`src/core/fbq_pkg.sv`:
```
// Shared constants for the request and indication queue engine.
package fbq_pkg;
  // Segment addressing of the shared RAM.
  localparam int SEG_W = 8;
  localparam int OFF_W = 8;
  localparam int SEG_SHIFT = 5;
  localparam int PHYS_W = 13;
  // Queue entry sizes in bytes.
  localparam logic [7:0] REQ_ENTRY_BYTES = 8'h05;
  localparam logic [7:0] IND_ENTRY_BYTES = 8'h03;
  // A buffer data field holds bytes 0 through 243.
  localparam logic [7:0] BUF_MAX_BYTES = 8'hF4;
  // Request codes.
  localparam logic [7:0] CODE_START = 8'h10;
  localparam logic [7:0] CODE_STOP = 8'h11;
  localparam logic [7:0] CODE_READY_TIME = 8'h12;
  localparam logic [7:0] CODE_LEAVE = 8'h15;
  localparam logic [7:0] CODE_WATCHDOG = 8'h20;
  // Watchdog control values.
  localparam logic [7:0] WD_RESET = 8'h00;
  localparam logic [7:0] WD_ENABLE = 8'h01;
  localparam logic [7:0] WD_DISABLE = 8'h02;
  // Indication codes.
  localparam logic [7:0] IND_STOP_DONE = 8'h81;
  localparam logic [7:0] IND_WD_EXPIRED = 8'h84;
  // Register offsets on the plain register port.
  localparam int REG_AW = 4;
  localparam logic [3:0] REG_REQ_SEG = 4'h0;
  localparam logic [3:0] REG_REQ_LEN = 4'h1;
  localparam logic [3:0] REG_REQ_WR = 4'h2;
  localparam logic [3:0] REG_REQ_RD = 4'h3;
  localparam logic [3:0] REG_POST = 4'h4;
  localparam logic [3:0] REG_IND_SEG = 4'h5;
  localparam logic [3:0] REG_IND_LEN = 4'h6;
  localparam logic [3:0] REG_IND_RD = 4'h7;
  localparam logic [3:0] REG_IND_WR = 4'h8;
  localparam logic [3:0] REG_STATUS = 4'h9;
  localparam logic [3:0] REG_READY_TIME = 4'hA;
  // Reset value of every pointer, length and segment.
  localparam logic [7:0] ZERO_BYTE = 8'h00;
endpackage

```
`src/core/seg_addr_if.sv`:
```
// Segment plus offset address request and its physical answer.
`timescale 1ns/1ps
`default_nettype none
interface seg_addr_if;
  logic [fbq_pkg::SEG_W-1:0] seg;
  logic [fbq_pkg::OFF_W-1:0] off;
  logic [fbq_pkg::PHYS_W-1:0] phys;
  modport former (input seg, input off, output phys);
  modport user (output seg, output off, input phys);
endinterface
`default_nettype wire

```
`src/core/req_ind_engine.sv`:
```
// Request queue interpreter and indication queue writer of the slave controller.
// Function
// - Pointers are 8-bit segments; address is segment times 32 plus offset.
// - Net length above buffer data length earns a no-resource answer.
// - Device owns request read pointer; software owns request write pointer.
// - Equal pointers mean empty; one entry always stays unused.
// - Code 10h starts, 11h stops, 12h loads ready time from value byte.
// - Code 15h asks to leave the bus master relationship.
// - Code 20h controls watchdog: 00h reset, 01h enable, 02h disable.
// - A completed stop request posts a confirmation indication.
// - Stop confirmation waits for idle link and offline media access part.
// - Indication entries are 3 bytes and each raises the entry interrupt.
// - A full indication queue drops the entry and raises overflow.
// - Indication overflow never changes bus behaviour.
// - Device owns indication write pointer; software owns its read pointer.
// - Indication 81h marks stop done, 84h marks watchdog expiry.
//
// Design decisions made here: the register addresses and the strobed register port.
`timescale 1ns/1ps
`default_nettype none
module req_ind_engine (
  // Clock and reset.
  input wire logic clock,
  input wire logic rst,
  // Register port.
  input wire logic [fbq_pkg::REG_AW-1:0] reg_addr,
  input wire logic [7:0] reg_wdata,
  input wire logic reg_wr,
  input wire logic reg_rd,
  output logic [7:0] reg_rdata,
  // Shared RAM port, read data one cycle after the read strobe.
  output logic [fbq_pkg::PHYS_W-1:0] ram_addr,
  output logic [7:0] ram_wdata,
  output logic ram_we,
  output logic ram_re,
  input wire logic [7:0] ram_rdata,
  // Media access part control and state.
  input wire logic link_busy,
  input wire logic link_offline,
  output logic link_start,
  output logic link_stop,
  output logic ready_time_load,
  output logic [7:0] ready_time,
  output logic leave_master,
  // User watchdog.
  input wire logic wd_expired,
  output logic wd_reset,
  output logic wd_enable,
  // Buffer length check on received requests.
  input wire logic chk_valid,
  input wire logic [7:0] chk_net_len,
  input wire logic [7:0] chk_buf_len,
  output logic no_resource,
  // Queue events toward software.
  output logic indication_entry_interrupt,
  output logic indication_overflow_interrupt
);
  typedef enum {IDLE, FETCH, WAITR, CAPT, EXEC, STOP_WAIT, IND_CHK, IND_WR, IND_DONE} state_t;

  state_t state_ff;
  logic [7:0] req_seg_ff, req_len_ff, req_wr_ff, req_rd_ff;
  logic [7:0] ind_seg_ff, ind_len_ff, ind_rd_ff, ind_wr_ff;
  logic [7:0] post_cnt_ff, code_ff, value_ff, ind_code_ff;
  logic [1:0] idx_ff;
  logic wd_pend_ff;
  logic [7:0] reg_rdata_ff;
  logic [fbq_pkg::PHYS_W-1:0] ram_addr_ff;
  logic [7:0] ram_wdata_ff, ready_time_ff;
  logic ram_we_ff, ram_re_ff, link_start_ff, link_stop_ff, ready_time_load_ff;
  logic leave_master_ff, wd_reset_ff, wd_enable_ff, no_resource_ff;
  logic ind_entry_irq_ff, ind_ovf_irq_ff;
  logic [7:0] req_nxt, ind_nxt, fetch_off, store_off;
  logic req_empty, ind_full, consume, post, stop_ready;

  seg_addr_if req_sa ();
  seg_addr_if ind_sa ();

  // Both queues share one address former design.
  assign req_sa.seg = req_seg_ff;
  assign req_sa.off = fetch_off;
  assign ind_sa.seg = ind_seg_ff;
  assign ind_sa.off = store_off;
  seg_addr_former u_req_addr (.sa(req_sa.former));
  seg_addr_former u_ind_addr (.sa(ind_sa.former));

  // Pointer stepping for both rings.
  ring_step #(.STEP(fbq_pkg::REQ_ENTRY_BYTES)) u_req_step (
    .ptr(req_rd_ff),
    .len(req_len_ff),
    .nxt(req_nxt)
  );
  ring_step #(.STEP(fbq_pkg::IND_ENTRY_BYTES)) u_ind_step (
    .ptr(ind_wr_ff),
    .len(ind_len_ff),
    .nxt(ind_nxt)
  );

  // Entries never straddle the ring end, since lengths are whole entries.
  assign fetch_off = req_rd_ff + {6'h00, idx_ff};
  assign store_off = ind_wr_ff + {6'h00, idx_ff};
  assign req_empty = (req_rd_ff == req_wr_ff);
  assign ind_full = (ind_nxt == ind_rd_ff);
  assign consume = (state_ff == EXEC);
  assign post = reg_wr && (reg_addr == fbq_pkg::REG_POST);
  assign stop_ready = !link_busy && link_offline;

  // Software-owned configuration and pointers; device-owned ones are read only.
  always_ff @(posedge clock or posedge rst) begin
    if (rst) begin
      req_seg_ff <= fbq_pkg::ZERO_BYTE;
      req_len_ff <= fbq_pkg::ZERO_BYTE;
      req_wr_ff <= fbq_pkg::ZERO_BYTE;
      ind_seg_ff <= fbq_pkg::ZERO_BYTE;
      ind_len_ff <= fbq_pkg::ZERO_BYTE;
      ind_rd_ff <= fbq_pkg::ZERO_BYTE;
    end else if (reg_wr) begin
      unique case (reg_addr)
        fbq_pkg::REG_REQ_SEG: req_seg_ff <= reg_wdata;
        fbq_pkg::REG_REQ_LEN: req_len_ff <= reg_wdata;
        fbq_pkg::REG_REQ_WR: req_wr_ff <= reg_wdata;
        fbq_pkg::REG_IND_SEG: ind_seg_ff <= reg_wdata;
        fbq_pkg::REG_IND_LEN: ind_len_ff <= reg_wdata;
        fbq_pkg::REG_IND_RD: ind_rd_ff <= reg_wdata;
        default: ;
      endcase
    end
  end

  // Read data stands only in the cycle after the read strobe.
  always_ff @(posedge clock or posedge rst) begin
    if (rst) begin
      reg_rdata_ff <= fbq_pkg::ZERO_BYTE;
    end else if (!reg_rd) begin
      reg_rdata_ff <= fbq_pkg::ZERO_BYTE;
    end else begin
      unique case (reg_addr)
        fbq_pkg::REG_REQ_SEG: reg_rdata_ff <= req_seg_ff;
        fbq_pkg::REG_REQ_LEN: reg_rdata_ff <= req_len_ff;
        fbq_pkg::REG_REQ_WR: reg_rdata_ff <= req_wr_ff;
        fbq_pkg::REG_REQ_RD: reg_rdata_ff <= req_rd_ff;
        fbq_pkg::REG_IND_SEG: reg_rdata_ff <= ind_seg_ff;
        fbq_pkg::REG_IND_LEN: reg_rdata_ff <= ind_len_ff;
        fbq_pkg::REG_IND_RD: reg_rdata_ff <= ind_rd_ff;
        fbq_pkg::REG_IND_WR: reg_rdata_ff <= ind_wr_ff;
        fbq_pkg::REG_STATUS: reg_rdata_ff <= {4'h0, wd_pend_ff, wd_enable_ff,
                                              state_ff != IDLE, link_offline};
        fbq_pkg::REG_READY_TIME: reg_rdata_ff <= ready_time_ff;
        default: reg_rdata_ff <= fbq_pkg::ZERO_BYTE;
      endcase
    end
  end

  // Posts not yet consumed; a post in the consume cycle keeps the count.
  always_ff @(posedge clock or posedge rst) begin
    if (rst) begin
      post_cnt_ff <= fbq_pkg::ZERO_BYTE;
    end else if (post && !consume && post_cnt_ff != 8'hFF) begin
      post_cnt_ff <= post_cnt_ff + 8'h01;
    end else if (consume && !post && post_cnt_ff != 8'h00) begin
      post_cnt_ff <= post_cnt_ff - 8'h01;
    end
  end

  // Watchdog expiry is held until the idle sequencer takes it, even into a full queue; a new expiry beats the clear.
  always_ff @(posedge clock or posedge rst) begin
    if (rst) begin
      wd_pend_ff <= 1'b0;
    end else if (wd_expired) begin
      wd_pend_ff <= 1'b1;
    end else if (state_ff == IDLE) begin
      wd_pend_ff <= 1'b0;
    end
  end

  // Sequencer: fetch code and value byte, act, then confirm where needed.
  always_ff @(posedge clock or posedge rst) begin
    if (rst) begin
      state_ff <= IDLE;
      idx_ff <= 2'h0;
      code_ff <= fbq_pkg::ZERO_BYTE;
      value_ff <= fbq_pkg::ZERO_BYTE;
      ind_code_ff <= fbq_pkg::ZERO_BYTE;
    end else begin
      unique case (state_ff)
        IDLE: begin
          idx_ff <= 2'h0;
          if (wd_pend_ff) begin
            ind_code_ff <= fbq_pkg::IND_WD_EXPIRED;
            state_ff <= IND_CHK;
          end else if (post_cnt_ff != 8'h00 && !req_empty) begin
            state_ff <= FETCH;
          end
        end
        FETCH: state_ff <= WAITR;
        WAITR: state_ff <= CAPT;
        CAPT: begin
          if (idx_ff == 2'h0) begin
            code_ff <= ram_rdata;
            idx_ff <= 2'h1;
            state_ff <= FETCH;
          end else begin
            value_ff <= ram_rdata;
            state_ff <= EXEC;
          end
        end
        EXEC: begin
          idx_ff <= 2'h0;
          state_ff <= (code_ff == fbq_pkg::CODE_STOP) ? STOP_WAIT : IDLE;
        end
        STOP_WAIT: begin
          if (stop_ready) begin
            ind_code_ff <= fbq_pkg::IND_STOP_DONE;
            state_ff <= IND_CHK;
          end
        end
        IND_CHK: state_ff <= ind_full ? IDLE : IND_WR;
        IND_WR: begin
          idx_ff <= idx_ff + 2'h1;
          if (idx_ff == 2'h2) begin
            state_ff <= IND_DONE;
          end
        end
        IND_DONE: state_ff <= IDLE;
      endcase
    end
  end

  // Device-owned pointers step by one entry and wrap at the length.
  always_ff @(posedge clock or posedge rst) begin
    if (rst) begin
      req_rd_ff <= fbq_pkg::ZERO_BYTE;
      ind_wr_ff <= fbq_pkg::ZERO_BYTE;
    end else begin
      if (consume) begin
        req_rd_ff <= req_nxt;
      end
      if (state_ff == IND_DONE) begin
        ind_wr_ff <= ind_nxt;
      end
    end
  end

  // RAM strobes; an indication entry is code then two zero value bytes.
  always_ff @(posedge clock or posedge rst) begin
    if (rst) begin
      ram_addr_ff <= '0;
      ram_wdata_ff <= fbq_pkg::ZERO_BYTE;
      ram_we_ff <= 1'b0;
      ram_re_ff <= 1'b0;
    end else begin
      ram_re_ff <= (state_ff == FETCH);
      ram_we_ff <= (state_ff == IND_WR);
      if (state_ff == FETCH) begin
        ram_addr_ff <= req_sa.phys;
      end else if (state_ff == IND_WR) begin
        ram_addr_ff <= ind_sa.phys;
        ram_wdata_ff <= (idx_ff == 2'h0) ? ind_code_ff : fbq_pkg::ZERO_BYTE;
      end
    end
  end

  // Request decode; unknown codes fall through and are only skipped.
  always_ff @(posedge clock or posedge rst) begin
    if (rst) begin
      link_start_ff <= 1'b0;
      link_stop_ff <= 1'b0;
      ready_time_load_ff <= 1'b0;
      ready_time_ff <= fbq_pkg::ZERO_BYTE;
      leave_master_ff <= 1'b0;
      wd_reset_ff <= 1'b0;
      wd_enable_ff <= 1'b0;
    end else begin
      link_start_ff <= consume && code_ff == fbq_pkg::CODE_START;
      link_stop_ff <= consume && code_ff == fbq_pkg::CODE_STOP;
      ready_time_load_ff <= consume && code_ff == fbq_pkg::CODE_READY_TIME;
      leave_master_ff <= consume && code_ff == fbq_pkg::CODE_LEAVE;
      wd_reset_ff <= consume && code_ff == fbq_pkg::CODE_WATCHDOG
                     && value_ff == fbq_pkg::WD_RESET;
      if (consume && code_ff == fbq_pkg::CODE_READY_TIME) begin
        ready_time_ff <= value_ff;
      end
      if (consume && code_ff == fbq_pkg::CODE_WATCHDOG) begin
        if (value_ff == fbq_pkg::WD_ENABLE) begin
          wd_enable_ff <= 1'b1;
        end else if (value_ff == fbq_pkg::WD_DISABLE) begin
          wd_enable_ff <= 1'b0;
        end
      end
    end
  end

  // Overflow drops the entry and pulses the overflow interrupt; the link, leave and watchdog outputs are left untouched.
  always_ff @(posedge clock or posedge rst) begin
    if (rst) begin
      ind_entry_irq_ff <= 1'b0;
      ind_ovf_irq_ff <= 1'b0;
    end else begin
      ind_entry_irq_ff <= (state_ff == IND_DONE);
      ind_ovf_irq_ff <= (state_ff == IND_CHK) && ind_full;
    end
  end

  // Received data longer than the buffer, or than any buffer, is refused.
  always_ff @(posedge clock or posedge rst) begin
    if (rst) begin
      no_resource_ff <= 1'b0;
    end else begin
      no_resource_ff <= chk_valid && (chk_net_len > chk_buf_len
                        || chk_net_len > fbq_pkg::BUF_MAX_BYTES);
    end
  end

  assign reg_rdata = reg_rdata_ff;
  assign ram_addr = ram_addr_ff;
  assign ram_wdata = ram_wdata_ff;
  assign ram_we = ram_we_ff;
  assign ram_re = ram_re_ff;
  assign link_start = link_start_ff;
  assign link_stop = link_stop_ff;
  assign ready_time_load = ready_time_load_ff;
  assign ready_time = ready_time_ff;
  assign leave_master = leave_master_ff;
  assign wd_reset = wd_reset_ff;
  assign wd_enable = wd_enable_ff;
  assign no_resource = no_resource_ff;
  assign indication_entry_interrupt = ind_entry_irq_ff;
  assign indication_overflow_interrupt = ind_ovf_irq_ff;

  // Expected address built independently of the former, for checking.
  logic [fbq_pkg::PHYS_W-1:0] exp_addr;
  assign exp_addr = {req_seg_ff, 5'h00} + {5'h00, fetch_off};
endmodule
`default_nettype wire

```
`src/core/seg_addr_former.sv`:
```
// Forms a physical RAM address from a segment pointer and an offset.
`timescale 1ns/1ps
`default_nettype none
module seg_addr_former (
  // Address request and answer.
  seg_addr_if.former sa
);
  // The shifted segment alone must fit the physical address; the offset is not counted.
  initial begin
    if (fbq_pkg::SEG_W + fbq_pkg::SEG_SHIFT > fbq_pkg::PHYS_W) begin
      $error("Physical address too narrow for the segment.");
    end
  end

  // Segments step in 32-byte units, so the shift is fixed.
  assign sa.phys = (fbq_pkg::PHYS_W'(sa.seg) << fbq_pkg::SEG_SHIFT)
                   + fbq_pkg::PHYS_W'(sa.off);
endmodule
`default_nettype wire

```
`src/core/ring_step.sv`:
```
// Advances a circular queue offset by one entry and wraps at the length.
`timescale 1ns/1ps
`default_nettype none
module ring_step #(
  parameter logic [7:0] STEP = 8'h01
) (
  // Current offset and queue length.
  input wire logic [7:0] ptr,
  input wire logic [7:0] len,
  // Offset of the following entry.
  output logic [7:0] nxt
);
  logic [8:0] sum;

  initial begin
    if (STEP == 8'h00) begin
      $error("Entry size must not be zero.");
    end
  end

  // A nine-bit sum keeps a carry from aliasing onto a small offset.
  assign sum = {1'b0, ptr} + {1'b0, STEP};
  assign nxt = (sum >= {1'b0, len}) ? 8'h00 : sum[7:0];
endmodule
`default_nettype wire

```
`config.mk`:
```
export PLATFORM = sky130hd
export DESIGN_NAME = req_ind_engine
export DESIGN_NICKNAME = d
export VERILOG_FILES = /design/src/core/fbq_pkg.sv /design/src/core/seg_addr_if.sv /design/src/core/req_ind_engine.sv /design/src/core/seg_addr_former.sv /design/src/core/ring_step.sv
export SDC_FILE = /design/constraint.sdc
export NUM_CORES = 1
export LEC_CHECK = 0
export BUFFER_PORTS_ARGS = -buffer_cell sky130_fd_sc_hd__buf_2
export CAP_MARGIN = 10
export CORE_MARGIN = 2
export CORE_UTILIZATION = 35
export DETAILED_ROUTE_END_ITERATION = 16
export PLACE_DENSITY = 0.63
export SETUP_SLACK_MARGIN = 0.02
export SLEW_MARGIN = 20
export SYNTH_ARGS = -nofsm -noshare
export SYNTH_HDL_FRONTEND = slang
export SYNTH_HIERARCHICAL = 1
export SYNTH_SLANG_ARGS = --single-unit
```
`constraint.sdc`:
```
create_clock -name clock -period 9.1 [get_ports clock]
set_input_delay 1.365 -clock clock [delete_from_list [all_inputs] [get_ports clock]]
set_output_delay 1.365 -clock clock [all_outputs]
set_load 0.05 [all_outputs]
```
==> results of run 1 <==
==> cell families after synthesis <==
group | Yosys count | share of synthesized area [%]
xor gates and xnor gates | 59 | 6.12
buffers and inverters | 93 | 4.87
other | 1 | 0.0438
DFF | 141 | 41.2
muxes | 113 | 14.9
adders and majority gates | 49 | 7.60
and+or+nand+nor | 229 | 14.7
AOI/OAI and AO/OA | 138 | 10.5
==> final timing paths <==
check	from	endpoint	slack (ns)	depth (start not counted)
hold / removal	value_ff[1]$_DFFE_PP0P_	wd_reset$_DFF_PP0_	0.47	1
setup / recovery	reg_addr[2]	post_cnt_ff[7]$_DFFE_PP0P_	4.86	11
min in group asynchronous	rst	ram_wdata[2]$_DFFE_PP0P_	0.99	2
setup reg to reg	ind_wr_ff[0]$_DFFE_PP0P_	state_ff[0]$_DFFE_PP0P_	5.41	15
max in group asynchronous	rst	ind_sa.seg[2]$_DFFE_PP0P_	6.71	3
hold reg to reg	value_ff[1]$_DFFE_PP0P_	wd_reset$_DFF_PP0_	0.47	1
==> state kept, by name (all words and copies together) (netlist names), 8 cells and up <==
register	count
req_rd_ff	8
code_ff	8
req_sa.seg	8
req_wr_ff	8
ind_rd_ff	8
ind_sa.seg	8
ind_len_ff	8
ready_time	8
value_ff	8
ind_wr_ff	8
post_cnt_ff	8
req_len_ff	8
reg_rdata	8
ram_addr	13
==> power by group through the flow <==
stage / combinational (mW) / sequential (mW) / clock [mW]
6_report: 1.10 / 1.06 / 0.774
5_1_grt: 1.22 / 1.09 / 0.818
4_1_cts: 1.11 / 1.06 / 0.787
3_5_place_dp: 1.10 / 1.07 / 0
3_3_place_gp: 1.08 / 1.07 / 0
2_1_floorplan: 0.803 / 1.10 / 0
==> metrics by stage <==
step / util, % / std cells / total power, mW / hold slack, ns / setup WS, ns
global placement: 38.2 / 1201 / 2.15 / 0.449 / 4.57
global route: 40.9 / 1233 / 3.13 / 0.500 / 4.73
finish: 40.9 / 1233 / 2.93 / 0.467 / 4.86
floorplan: - / 827 / 1.91 / 0.431 / 3.95
CTS: 40.9 / 1233 / 2.95 / 0.462 / 4.90
detailed placement: 38.2 / 1201 / 2.17 / 0.454 / 4.51
==> placed cells by master (no fill, tap or decap), types with 12 or more instances in the layout <==
cell type and count:
dfrtp_1 141, mux2_2 89, buf_2 86, nand2_1 64, nor2_1 53, inv_1 52
ha_1 44, o21ai_0 38, xor2_1 37, a21oi_1 36, mux2i_1 21, xnor2_1 21
nand3_1 18, clkbuf_16 17, nor2b_1 15, nand4_1 12
==> layer usage <==
metal | global-route usage, % | share of wire, %
met1 | 25.1 | 46
met2 | 28.3 | 46
met3 | 3.95 | 6.3
met4 | 5.16 | 1.7
met5 | 0 | 0
==> synth_stat cells (3+ instances only) <==
master and number:
nor3_1 10, o21ai_0 38, ha_1 44, buf_4 15, xor2_1 37, nor2b_1 15
a221oi_1 3, nand2b_1 8, nor2_2 3, a22o_1 4, a31oi_1 8, buf_2 3
nor3b_2 7, a21oi_1 36, and2_1 4, and3_1 3, nand2_1 64, dfrtp_1 141
nand4_1 12, inv_1 53, fa_1 5, mux4_2 3, mux2_2 89, a32oi_1 3
nand3_1 18, buf_1 6, mux2i_1 21, a211o_1 3, a22oi_1 8, or3_1 3
nor4_1 6, xnor2_1 21, nor3b_1 9, o21a_1 4, o2111ai_1 3, clkbuf_1 15
nor2_1 53, a21o_1 7
==> critical path, delay by kind of cell <==
kind / cells / cell delay, ns
AOI/OAI and AO/OA: 3 / 0.75
xor gates and xnor gates: 1 / 0.16
adders and majority gates: 1 / 0.35
buffers and inverters: 1 / 0.37
muxes: 1 / 0.30
and+or+nand+nor: 4 / 1.31
==> area by class of cell <==
class	instances	area, um2
clock buffers	17	425
clock inverters	15	224
fillers	2340	14300
inverters	53	204
multi-input cells	593	4640
flip-flops and latches	141	3530
well taps	324	405
repair buffers	90	460
==> impl_metrics.yaml, run 1 <==
global_route:
  grt_overflow: 0
  grt_pass1_vias: 6259
  grt_max_degree: 78
  grt_pass1_wl_um: 36000
  track_usage_pct: 18.1
  grt_antenna_before_repair: 0
sta:
  grt_setup_unrepaired: "no"
  tns_ns: 0
  timing.final.crit_share_pct: 46.6
  slew-limit-headroom_pct: 35.2
  fmax_mhz: 236
  hold_viol_final: 0
  setup_viol: 0
  maxSlewViolCount: 0
  worst_pin_slew_ns: 0.973
  skew_ns: 0.00964
  period_needed_ns: 4.24
yosys:
  synth_edf_count: 0
  synth_area_leaders: "dfrtp_1 41%, mux2_2 12%, ha_1 6.4%, xor2_1 3.8%, nand2_1 2.8%"
  yosysWarnings: 6
  yosysSeqAreaShare_pct: 41.2
  synthCells: 823
  synth_area_per_cell_um2: 10.4
  netlist-cell-type-count: 67
  synth-async-reset-ratio_pct: 100
  synth_top_area_cell: "dfrtp_1"
  yosysTopAreaCellShare_pct: 41.2
  ys.flop_type: "dfrtp_1"
  synth_seq_cells: 141
  synth_area_um2: 8560
flow_run:
  drv_cap: 0
power:
  powerDensity_nw_per_um2: 297
  p_switching_mw: 1.19
  p_int_mw: 1.75
  p_seq_share_pct: 36.2
  comb_power_share_pct: 37.4
  pwr-share-clk_pct: 26.4
  sw_frac_of_total_pct: 40.5
  vdd_ir_drop_max_v: 0.000133
  p_leak_nw: 4.73
placement:
  routabilityCongestion: 0.900
  io_buffers: 86
  dp.final_hpwl_um: 17000
  place_area_um2: 9240
die:
  core-area_um2: 24200
  pin_count: 92
  die-area_um2: 25700
  start_util_pct: 35.4
  num_rows: 57
  die_h_um: 160
  die_x_um: 160
drt:
  routed_via_density: 5.23
  drtIter0Drc: 452
  wl_per_cell_um: 18.3
  num_vias: 6453
  ant_nets: 0
  firstDrtPassIters: 5
  drc: 0
  wirelength_um: 22600
setup_path:
  startpoint_type: "input pin"
  crit_top_cell: "nor2b_1"
  crit_chain: "buf_2 > nor2b_1 > nand3_1 > or3_1 > ha_1 > a21oi_1 > nor2b_1 > o31a_1 > o41ai_1 > mux2i_1 > xor2_1"
  arrival_ns: 4.60
  worst_setup_path_end_kind: "flop"
  path_class: "input pin to flop"
  cp_max_fo: 24
  critical-path-slowest-cell: "or3_1"
  critPathMaxStageDelay_ns: 0.56
  cp.required_ns: 9.46
cts:
  clock-sinks: 141
  ctsResizeCount: 0
  clk_pin_slew_ns: 0.07
  cts-buffers-inserted: 17
  cts_tree: "done"
  hold_buffers: 0
  cts_root_buf: "clkbuf_16"
  cts_max_level: 4
  postCtsSetupBuffers: 0
  clock_latency_ns: 0.43
  clockBufferDepth: 2
finish:
  finalInstanceArea_um2: 9880
  fin_nets: 989
  area_growth_pct: 15.4
  drive_gt1_share_pct: 27.1
  num_antenna_cells: 0
worst_hold_path:
  hold_class: "flop to flop"
status:
  outcome: "finished clean"
(Power assumes the default switching activity.)
==> inputs of run 2 (changes only) <==
--- a/config.mk
+++ b/config.mk
@@ -5,12 +5,13 @@
 export SDC_FILE = /design/constraint.sdc
 export NUM_CORES = 1
 export LEC_CHECK = 0
+export ABC_AREA = 1
 export BUFFER_PORTS_ARGS = -buffer_cell sky130_fd_sc_hd__buf_2
 export CAP_MARGIN = 10
 export CORE_MARGIN = 2
 export CORE_UTILIZATION = 35
 export DETAILED_ROUTE_END_ITERATION = 16
-export PLACE_DENSITY = 0.63
+export PLACE_DENSITY = 0.65
 export SETUP_SLACK_MARGIN = 0.02
 export SLEW_MARGIN = 20
 export SYNTH_ARGS = -nofsm -noshare
==> constraint.sdc (replaced) <==
create_clock -name clock -period 3.5 [get_ports clock]
set_input_delay 0.525 -clock clock [delete_from_list [all_inputs] [get_ports clock]]
set_output_delay 0.525 -clock clock [all_outputs]
set_load 0.05 [all_outputs]
==> run 2 against run 1 <==
Effect of this change:
- combinational power rose to 3.1 times the previous value
- total power grew to 2.7 times the previous value
- area after synthesis rose by 2.0%
- via count rose by 19%
- critical endpoint is now state_ff[2]$_DFFE_PP0P_
==> impl_metrics.yaml, run 2 <==
yosys:
  synth_edf_count: 0
  synth_area_um2: 8730
  synth_seq_cells: 141
  netlist-cell-type-count: 46
  yosysSeqAreaShare_pct: 40.4
  yosysWarnings: 6
  synth_most_common_cell: "nand2_1"
  synthCells: 1157
  synth_top_area_cell: "dfrtp_1"
  synth_area_leaders: "dfrtp_1 40%, nand2_1 12%, inv_1 8.1%, o21ai_0 6.4%, ha_1 6.3%"
  synthTopCellsByCount: "286 x nand2_1, 189 x inv_1, 141 x dfrtp_1"
  ys.flop_type: "dfrtp_1"
  yosysTopAreaCellShare_pct: 40.4
  synth_area_per_cell_um2: 7.55
  synth-async-reset-ratio_pct: 100
die:
  pin_count: 92
  die_x_um: 162
  die-area_um2: 26200
  core-area_um2: 24400
  start_util_pct: 35.8
  num_rows: 57
  die_h_um: 162
global_route:
  track_usage_pct: 18.8
  grt_pass1_vias: 7357
  grt.busiest_layer: "met2"
  grt_pass1_wl_um: 38400
  grt_use_met3_pct: 3.75
  gr-usage-met2_pct: 31.5
  grt_overflow: 0
  grt_max_degree: 49
  grt_antenna_before_repair: 0
  grt_use_met1_pct: 23.5
power:
  p_leak_nw: 5.20
  vdd_ir_drop_max_v: 0.000456
  p_int_mw: 4.31
  p_switching_mw: 3.54
  powerDensity_nw_per_um2: 784
  sw_frac_of_total_pct: 45.1
  p_seq_share_pct: 33.4
  comb_power_share_pct: 43.1
  pwr-share-clk_pct: 23.4
cts:
  cts_root_buf: "clkbuf_16"
  clk_pin_slew_ns: 0.06
  cts-buffers-inserted: 17
  cts_max_level: 4
  cts_tree: "done"
  clock_latency_ns: 0.43
  clock-sinks: 141
  clockBufferDepth: 2
  hold_buffers: 0
drt:
  drtIter0Drc: 484
  wirelength_um: 23800
  num_vias: 7649
  ant_nets: 0
  routed_via_density: 4.86
  firstDrtPassIters: 8
  wl_per_cell_um: 15.1
  drc: 0
setup_path:
  worst-path-buf-inv: 3
  critical-path-slowest-cell: "dfrtp_2"
  startpoint_type: "flop"
  arrival_ns: 3.48
  path_class: "flop to flop"
  cp_max_fo: 8
  worst_setup_path_end_kind: "flop"
  crit_chain: "inv_1 > ha_1 > nor2_2 > nand2_1 > nor2_2 > xor2_1 > inv_1 > ha_1 > nand2_1 > inv_1 > nand2_1 > nand2_1 > nand2_1 > nand2_2 > nor2_1 > xnor2_1 > nand2_1 > nor2_1 > nand2_1 > nand2_1 > nand4_1 > nand2_1 > nand2_1"
  crit_top_cell: "nand2_1"
  cp.required_ns: 3.83
  cp_top_family: "simple AND/OR/NAND/NOR gates"
  critPathMaxStageDelay_ns: 0.44
sta:
  period_needed_ns: 3.15
  maxSlewViolCount: 0
  skew_ns: 0.00969
  timing.final.crit_share_pct: 90.1
  hold_viol_final: 0
  worst_pin_slew_ns: 0.706
  tns_ns: 0
  grt_setup_unrepaired: "no"
  fmax_mhz: 317
  slew-limit-headroom_pct: 52.8
  setup_viol: 0
finish:
  ff_latch_area_um2: 3530
  finalInstanceArea_um2: 10000
  largest_register_ffs: 13
  fin_nets: 1330
  fillers: 2502
  multi_input_area_um2: 4230
  num_antenna_cells: 0
  drive_gt1_share_pct: 14.1
  layout_common_cells: "286 x nand2_1, 188 x inv_1, 140 x dfrtp_1"
  area_growth_pct: 14.7
  layout_commonest_cell: "nand2_1"
status:
  outcome: "finished clean"
flow_run:
  drv_cap: 0
placement:
  routabilityCongestion: 0.970
  dp.final_hpwl_um: 18800
  io_buffers: 86
  place_area_um2: 9420
worst_hold_path:
  hold_class: "input pin to asynchronous set/reset pin"
-- run 2: cell count changes in the layout (fill, tap and decap cells not counted), sizes merged, moves of 9 or more --
cell    delta
nand2    +229
inv      +145
mux2      -89
o21ai     +87
nor2      +48
nand3     +27
mux2i     -21
xor2      -21
nor2b     -17
nor3b     -16
a21oi     +13
nand2b     -9
-- run 2: cells by family after synthesis --
kind of cell,count (synthesis),share of synthesized area [%]
other,1,0.0430
XOR/XNOR,35,3.51
AO/OA/AOI/OAI,200,12.5
adder cells (fa/ha/maj),49,7.45
flip-flops,141,40.4
buffers and inverters,236,11.3
AND/OR/NAND/NOR,495,24.7
-- run 2: worst paths after layout --
kind | from | endpoint | slack (ns) | cells after the start
setup / recovery | ind_wr_ff[0]$_DFFE_PP0P_ | state_ff[2]$_DFFE_PP0P_ | 0.35 | 23
hold / removal | rst | ind_len_ff[7]$_DFFE_PP0P_ | 0.09 | 2
setup reg to reg | ind_wr_ff[0]$_DFFE_PP0P_ | state_ff[2]$_DFFE_PP0P_ | 0.35 | 23
hold reg to reg | code_ff[3]$_DFFE_PP0P_ | leave_master$_DFF_PP0_ | 0.44 | 1
max in group asynchronous | rst | ind_wr_ff[0]$_DFFE_PP0P_ | 2.60 | 3
min in group clock | ram_rdata[3] | code_ff[3]$_DFFE_PP0P_ | 0.31 | 3
-- run 2: metal layers --
layer / vias up / share of wire [%]
met4: 0 / 3.7
met2: 235 / 47
li1: 3818 / -
met5: - / 0
met3: 55 / 5.2
met1: 3541 / 44
-- run 2: what timing repair did --
item,CTS,global route
hold endpoints to repair,0,0
resized for setup,0,1
buffers inserted,0,0
setup endpoints to repair,0,4
-- run 2: through the flow --
step / hold WS, ns / power, mW / setup WS (ns) / std cells / util, %
2_1_floorplan: 0.408 / 5.28 / 0.720 / 1161 / -
3_3_place_gp: 0.427 / 5.93 / 0.433 / 1542 / 38.6
3_5_place_dp: 0.431 / 6.02 / 0.303 / 1542 / 38.6
4_1_cts: 0.0849 / 7.88 / 0.288 / 1574 / 41.0
5_1_grt: 0.106 / 8.45 / 0.0348 / 1574 / 41.1
6_report: 0.0893 / 7.85 / 0.345 / 1574 / 41.1
-- run 2: power groups by stage --
| stage | Combinational, mW | Clock (mW) | Sequential (mW) |
|---|---|---|---|
| after floorplan | 2.38 | 0 | 2.90 |
| after global placement | 3.30 | 0 | 2.63 |
| after detailed placement | 3.37 | 0 | 2.65 |
| after CTS | 3.40 | 1.86 | 2.62 |
| after global routing | 3.83 | 1.94 | 2.69 |
| final | 3.39 | 1.84 | 2.62 |
-- run 2: cell type report --
type                       count  area share (%)
multi-input combinational    784            42.2
clock inverter                14            1.60
sequential                   141            35.2
tap                          324            4.05
timing repair buffer          92            5.00
inverter                     201            7.57
clock buffer                  18            4.29
==> inputs of run 3 (changes only) <==
--- a/config.mk
+++ b/config.mk
@@ -6,7 +6,7 @@
 export NUM_CORES = 1
 export LEC_CHECK = 0
 export ABC_AREA = 1
-export BUFFER_PORTS_ARGS = -buffer_cell sky130_fd_sc_hd__buf_2
+export BUFFER_PORTS_ARGS = -buffer_cell sky130_fd_sc_hd__buf_4
 export CAP_MARGIN = 10
 export CORE_MARGIN = 2
 export CORE_UTILIZATION = 35
==> run 3 against run 2 <==
Effect of this change:
- total power increased by 1.5%
- first-iteration DRC count increased by 18%
- flip-flop and latch count unchanged
- fmax decreased by 0.48%
- via count increased by 0.63%
- sequential share of layout area decreased by 0.74 points
- clock-buffer cell count unchanged
- non-clock buffer count decreased by 1
==> impl_metrics.yaml, run 3 (synthesized netlist as in run 2, its figures left out) <==
status:
  outcome: "finished clean"
flow_run:
  drv_cap: 0
cts:
  clockBufferDepth: 2
  hold_buffers: 0
  cts_root_buf: "clkbuf_16"
  clock-sinks: 141
  ctsResizeCount: 0
  clock_latency_ns: 0.43
  postCtsSetupBuffers: 0
  clk_pin_slew_ns: 0.06
  cts_tree: "done"
  cts-buffers-inserted: 17
  cts_max_level: 4
power:
  vdd_ir_drop_max_v: 0.000428
  powerDensity_nw_per_um2: 779
  p_leak_nw: 5.24
global_route:
  grt_antenna_before_repair: 0
  grt_pass1_vias: 7460
  grt_overflow: 0
  grt_max_degree: 54
  track_usage_pct: 19.0
  grt_pass1_wl_um: 38800
sta:
  timing.final.crit_share_pct: 90.6
  slew-limit-headroom_pct: 38.8
  grt_setup_unrepaired: "no"
  fmax_mhz: 315
  maxSlewViolCount: 0
  period_needed_ns: 3.17
  setup_viol: 0
  tns_ns: 0
  worst_pin_slew_ns: 0.915
  hold_viol_final: 0
  skew_ns: 0.00866
finish:
  final_util_pct: 41.9
  largest_register_ffs: 13
  fin_nets: 1329
  drive_gt1_share_pct: 14.1
  layout_common_cells: "286 x nand2_1, 188 x inv_1, 140 x dfrtp_1"
  fillers: 2466
  layout_commonest_cell: "nand2_1"
  num_antenna_cells: 0
  area_growth_pct: 17.2
drt:
  wl_per_cell_um: 15.2
  drtIter0Drc: 569
  ant_nets: 0
  num_vias: 7697
  routed_via_density: 4.89
  wirelength_um: 23900
  drc: 0
  firstDrtPassIters: 6
setup_path:
  arrival_ns: 3.48
  cp_max_fo: 8
  worst_setup_path_end_kind: "flop"
  r2r_end: "ram_addr[11]$_DFFE_PP0P_"
  r2r-start: "req_rd_ff[0]$_DFFE_PP0P_"
  path_class: "flop to flop"
  cp-startpoint: "req_rd_ff[0]$_DFFE_PP0P_"
  crit_path_end: "ram_addr[11]$_DFFE_PP0P_"
  reg2regPathDepth: 14
  cp.required_ns: 3.81
  reg2reg_setup_slack_ns: 0.33
  startpoint_type: "flop"
die:
  die_h_um: 162
  core-area_um2: 24400
  die_x_um: 162
  num_rows: 57
  pin_count: 92
  die-area_um2: 26200
  start_util_pct: 35.8
placement:
  io_buffers: 86
  routabilityCongestion: 0.933
  dp.final_hpwl_um: 18600
worst_hold_path:
  hold_class: "input pin to asynchronous set/reset pin"
==> run 3: cell types whose count changed in the layout (fill, tap and decap cells not counted), sizes merged <==
cell,previous run,this run
buf,92,91
clkinv,4,1
clkinvlp,4,6
inv,205,206
==> run 3: metrics by stage <==
step / total power [mW] / hold WS [ns] / setup WS [ns] / cells / area (um2)
floorplan: 5.28 / 0.408 / 0.720 / 1161 / 8750
global placement: 6.03 / 0.424 / 0.342 / 1541 / 9630
detailed placement: 6.11 / 0.433 / 0.296 / 1541 / 9630
CTS: 8.00 / 0.301 / 0.270 / 1573 / 10200
global route: 8.61 / 0.310 / 0.0323 / 1573 / 10200
finish: 7.97 / 0.290 / 0.330 / 1573 / 10200
==> run 3: power breakdown <==
group	total, mW	internal (mW)	switching, mW
sequential	2.64	2.13	0.511
clock	1.86	1.08	0.780
combinational	3.47	1.20	2.26
total	7.97	4.41	3.56
==> run 3: critical path: stages (launching register included) <==
cell	delay (ns)
dfrtp_1	0.52
ha_1	0.22
inv_1	0.05
fa_1	0.39
nor3_1	0.37
nand3_1	0.14
xor2_1	0.24
inv_1	0.09
fa_1	0.47
o21ai_4	0.20
nand2_1	0.07
nand2_1	0.05
nand2_1	0.05
nor2_1	0.09
o21ai_0	0.10
==> run 3: worst min path at each step <==
stage	slack [ns]	depth (start not counted)	startpoint	endpoint
floorplan	0.41	1	code_ff[3]$_DFFE_PP0P_	leave_master$_DFF_PP0_
global placement	0.42	1	code_ff[3]$_DFFE_PP0P_	leave_master$_DFF_PP0_
detailed placement	0.43	1	code_ff[3]$_DFFE_PP0P_	leave_master$_DFF_PP0_
CTS	0.30	3	ram_rdata[3]	code_ff[3]$_DFFE_PP0P_
global route	0.31	2	wd_expired	wd_pend_ff$_DFFE_PP0P_
finish	0.29	2	rst	reg_rdata[4]$_DFF_PP0_
==> run 3: metal layers <==
layer,global-route usage (%),wire length (um),up-vias
met5,0,0,-
met4,9.57,910,0
met3,2.99,1130,50
met2,31.2,11300,225
met1,24.3,10600,3613
li1,-,-,3809
==> run 3: layout make-up <==
cell class,instances,area [um2],share of cell area (%)
inverters,201,758,7.41
repair buffers,91,708,6.92
flip-flops and latches,141,3530,34.5
clock buffers,18,439,4.29
well taps,324,405,3.96
multi-input cells,784,4230,41.4
clock inverters,14,158,1.54
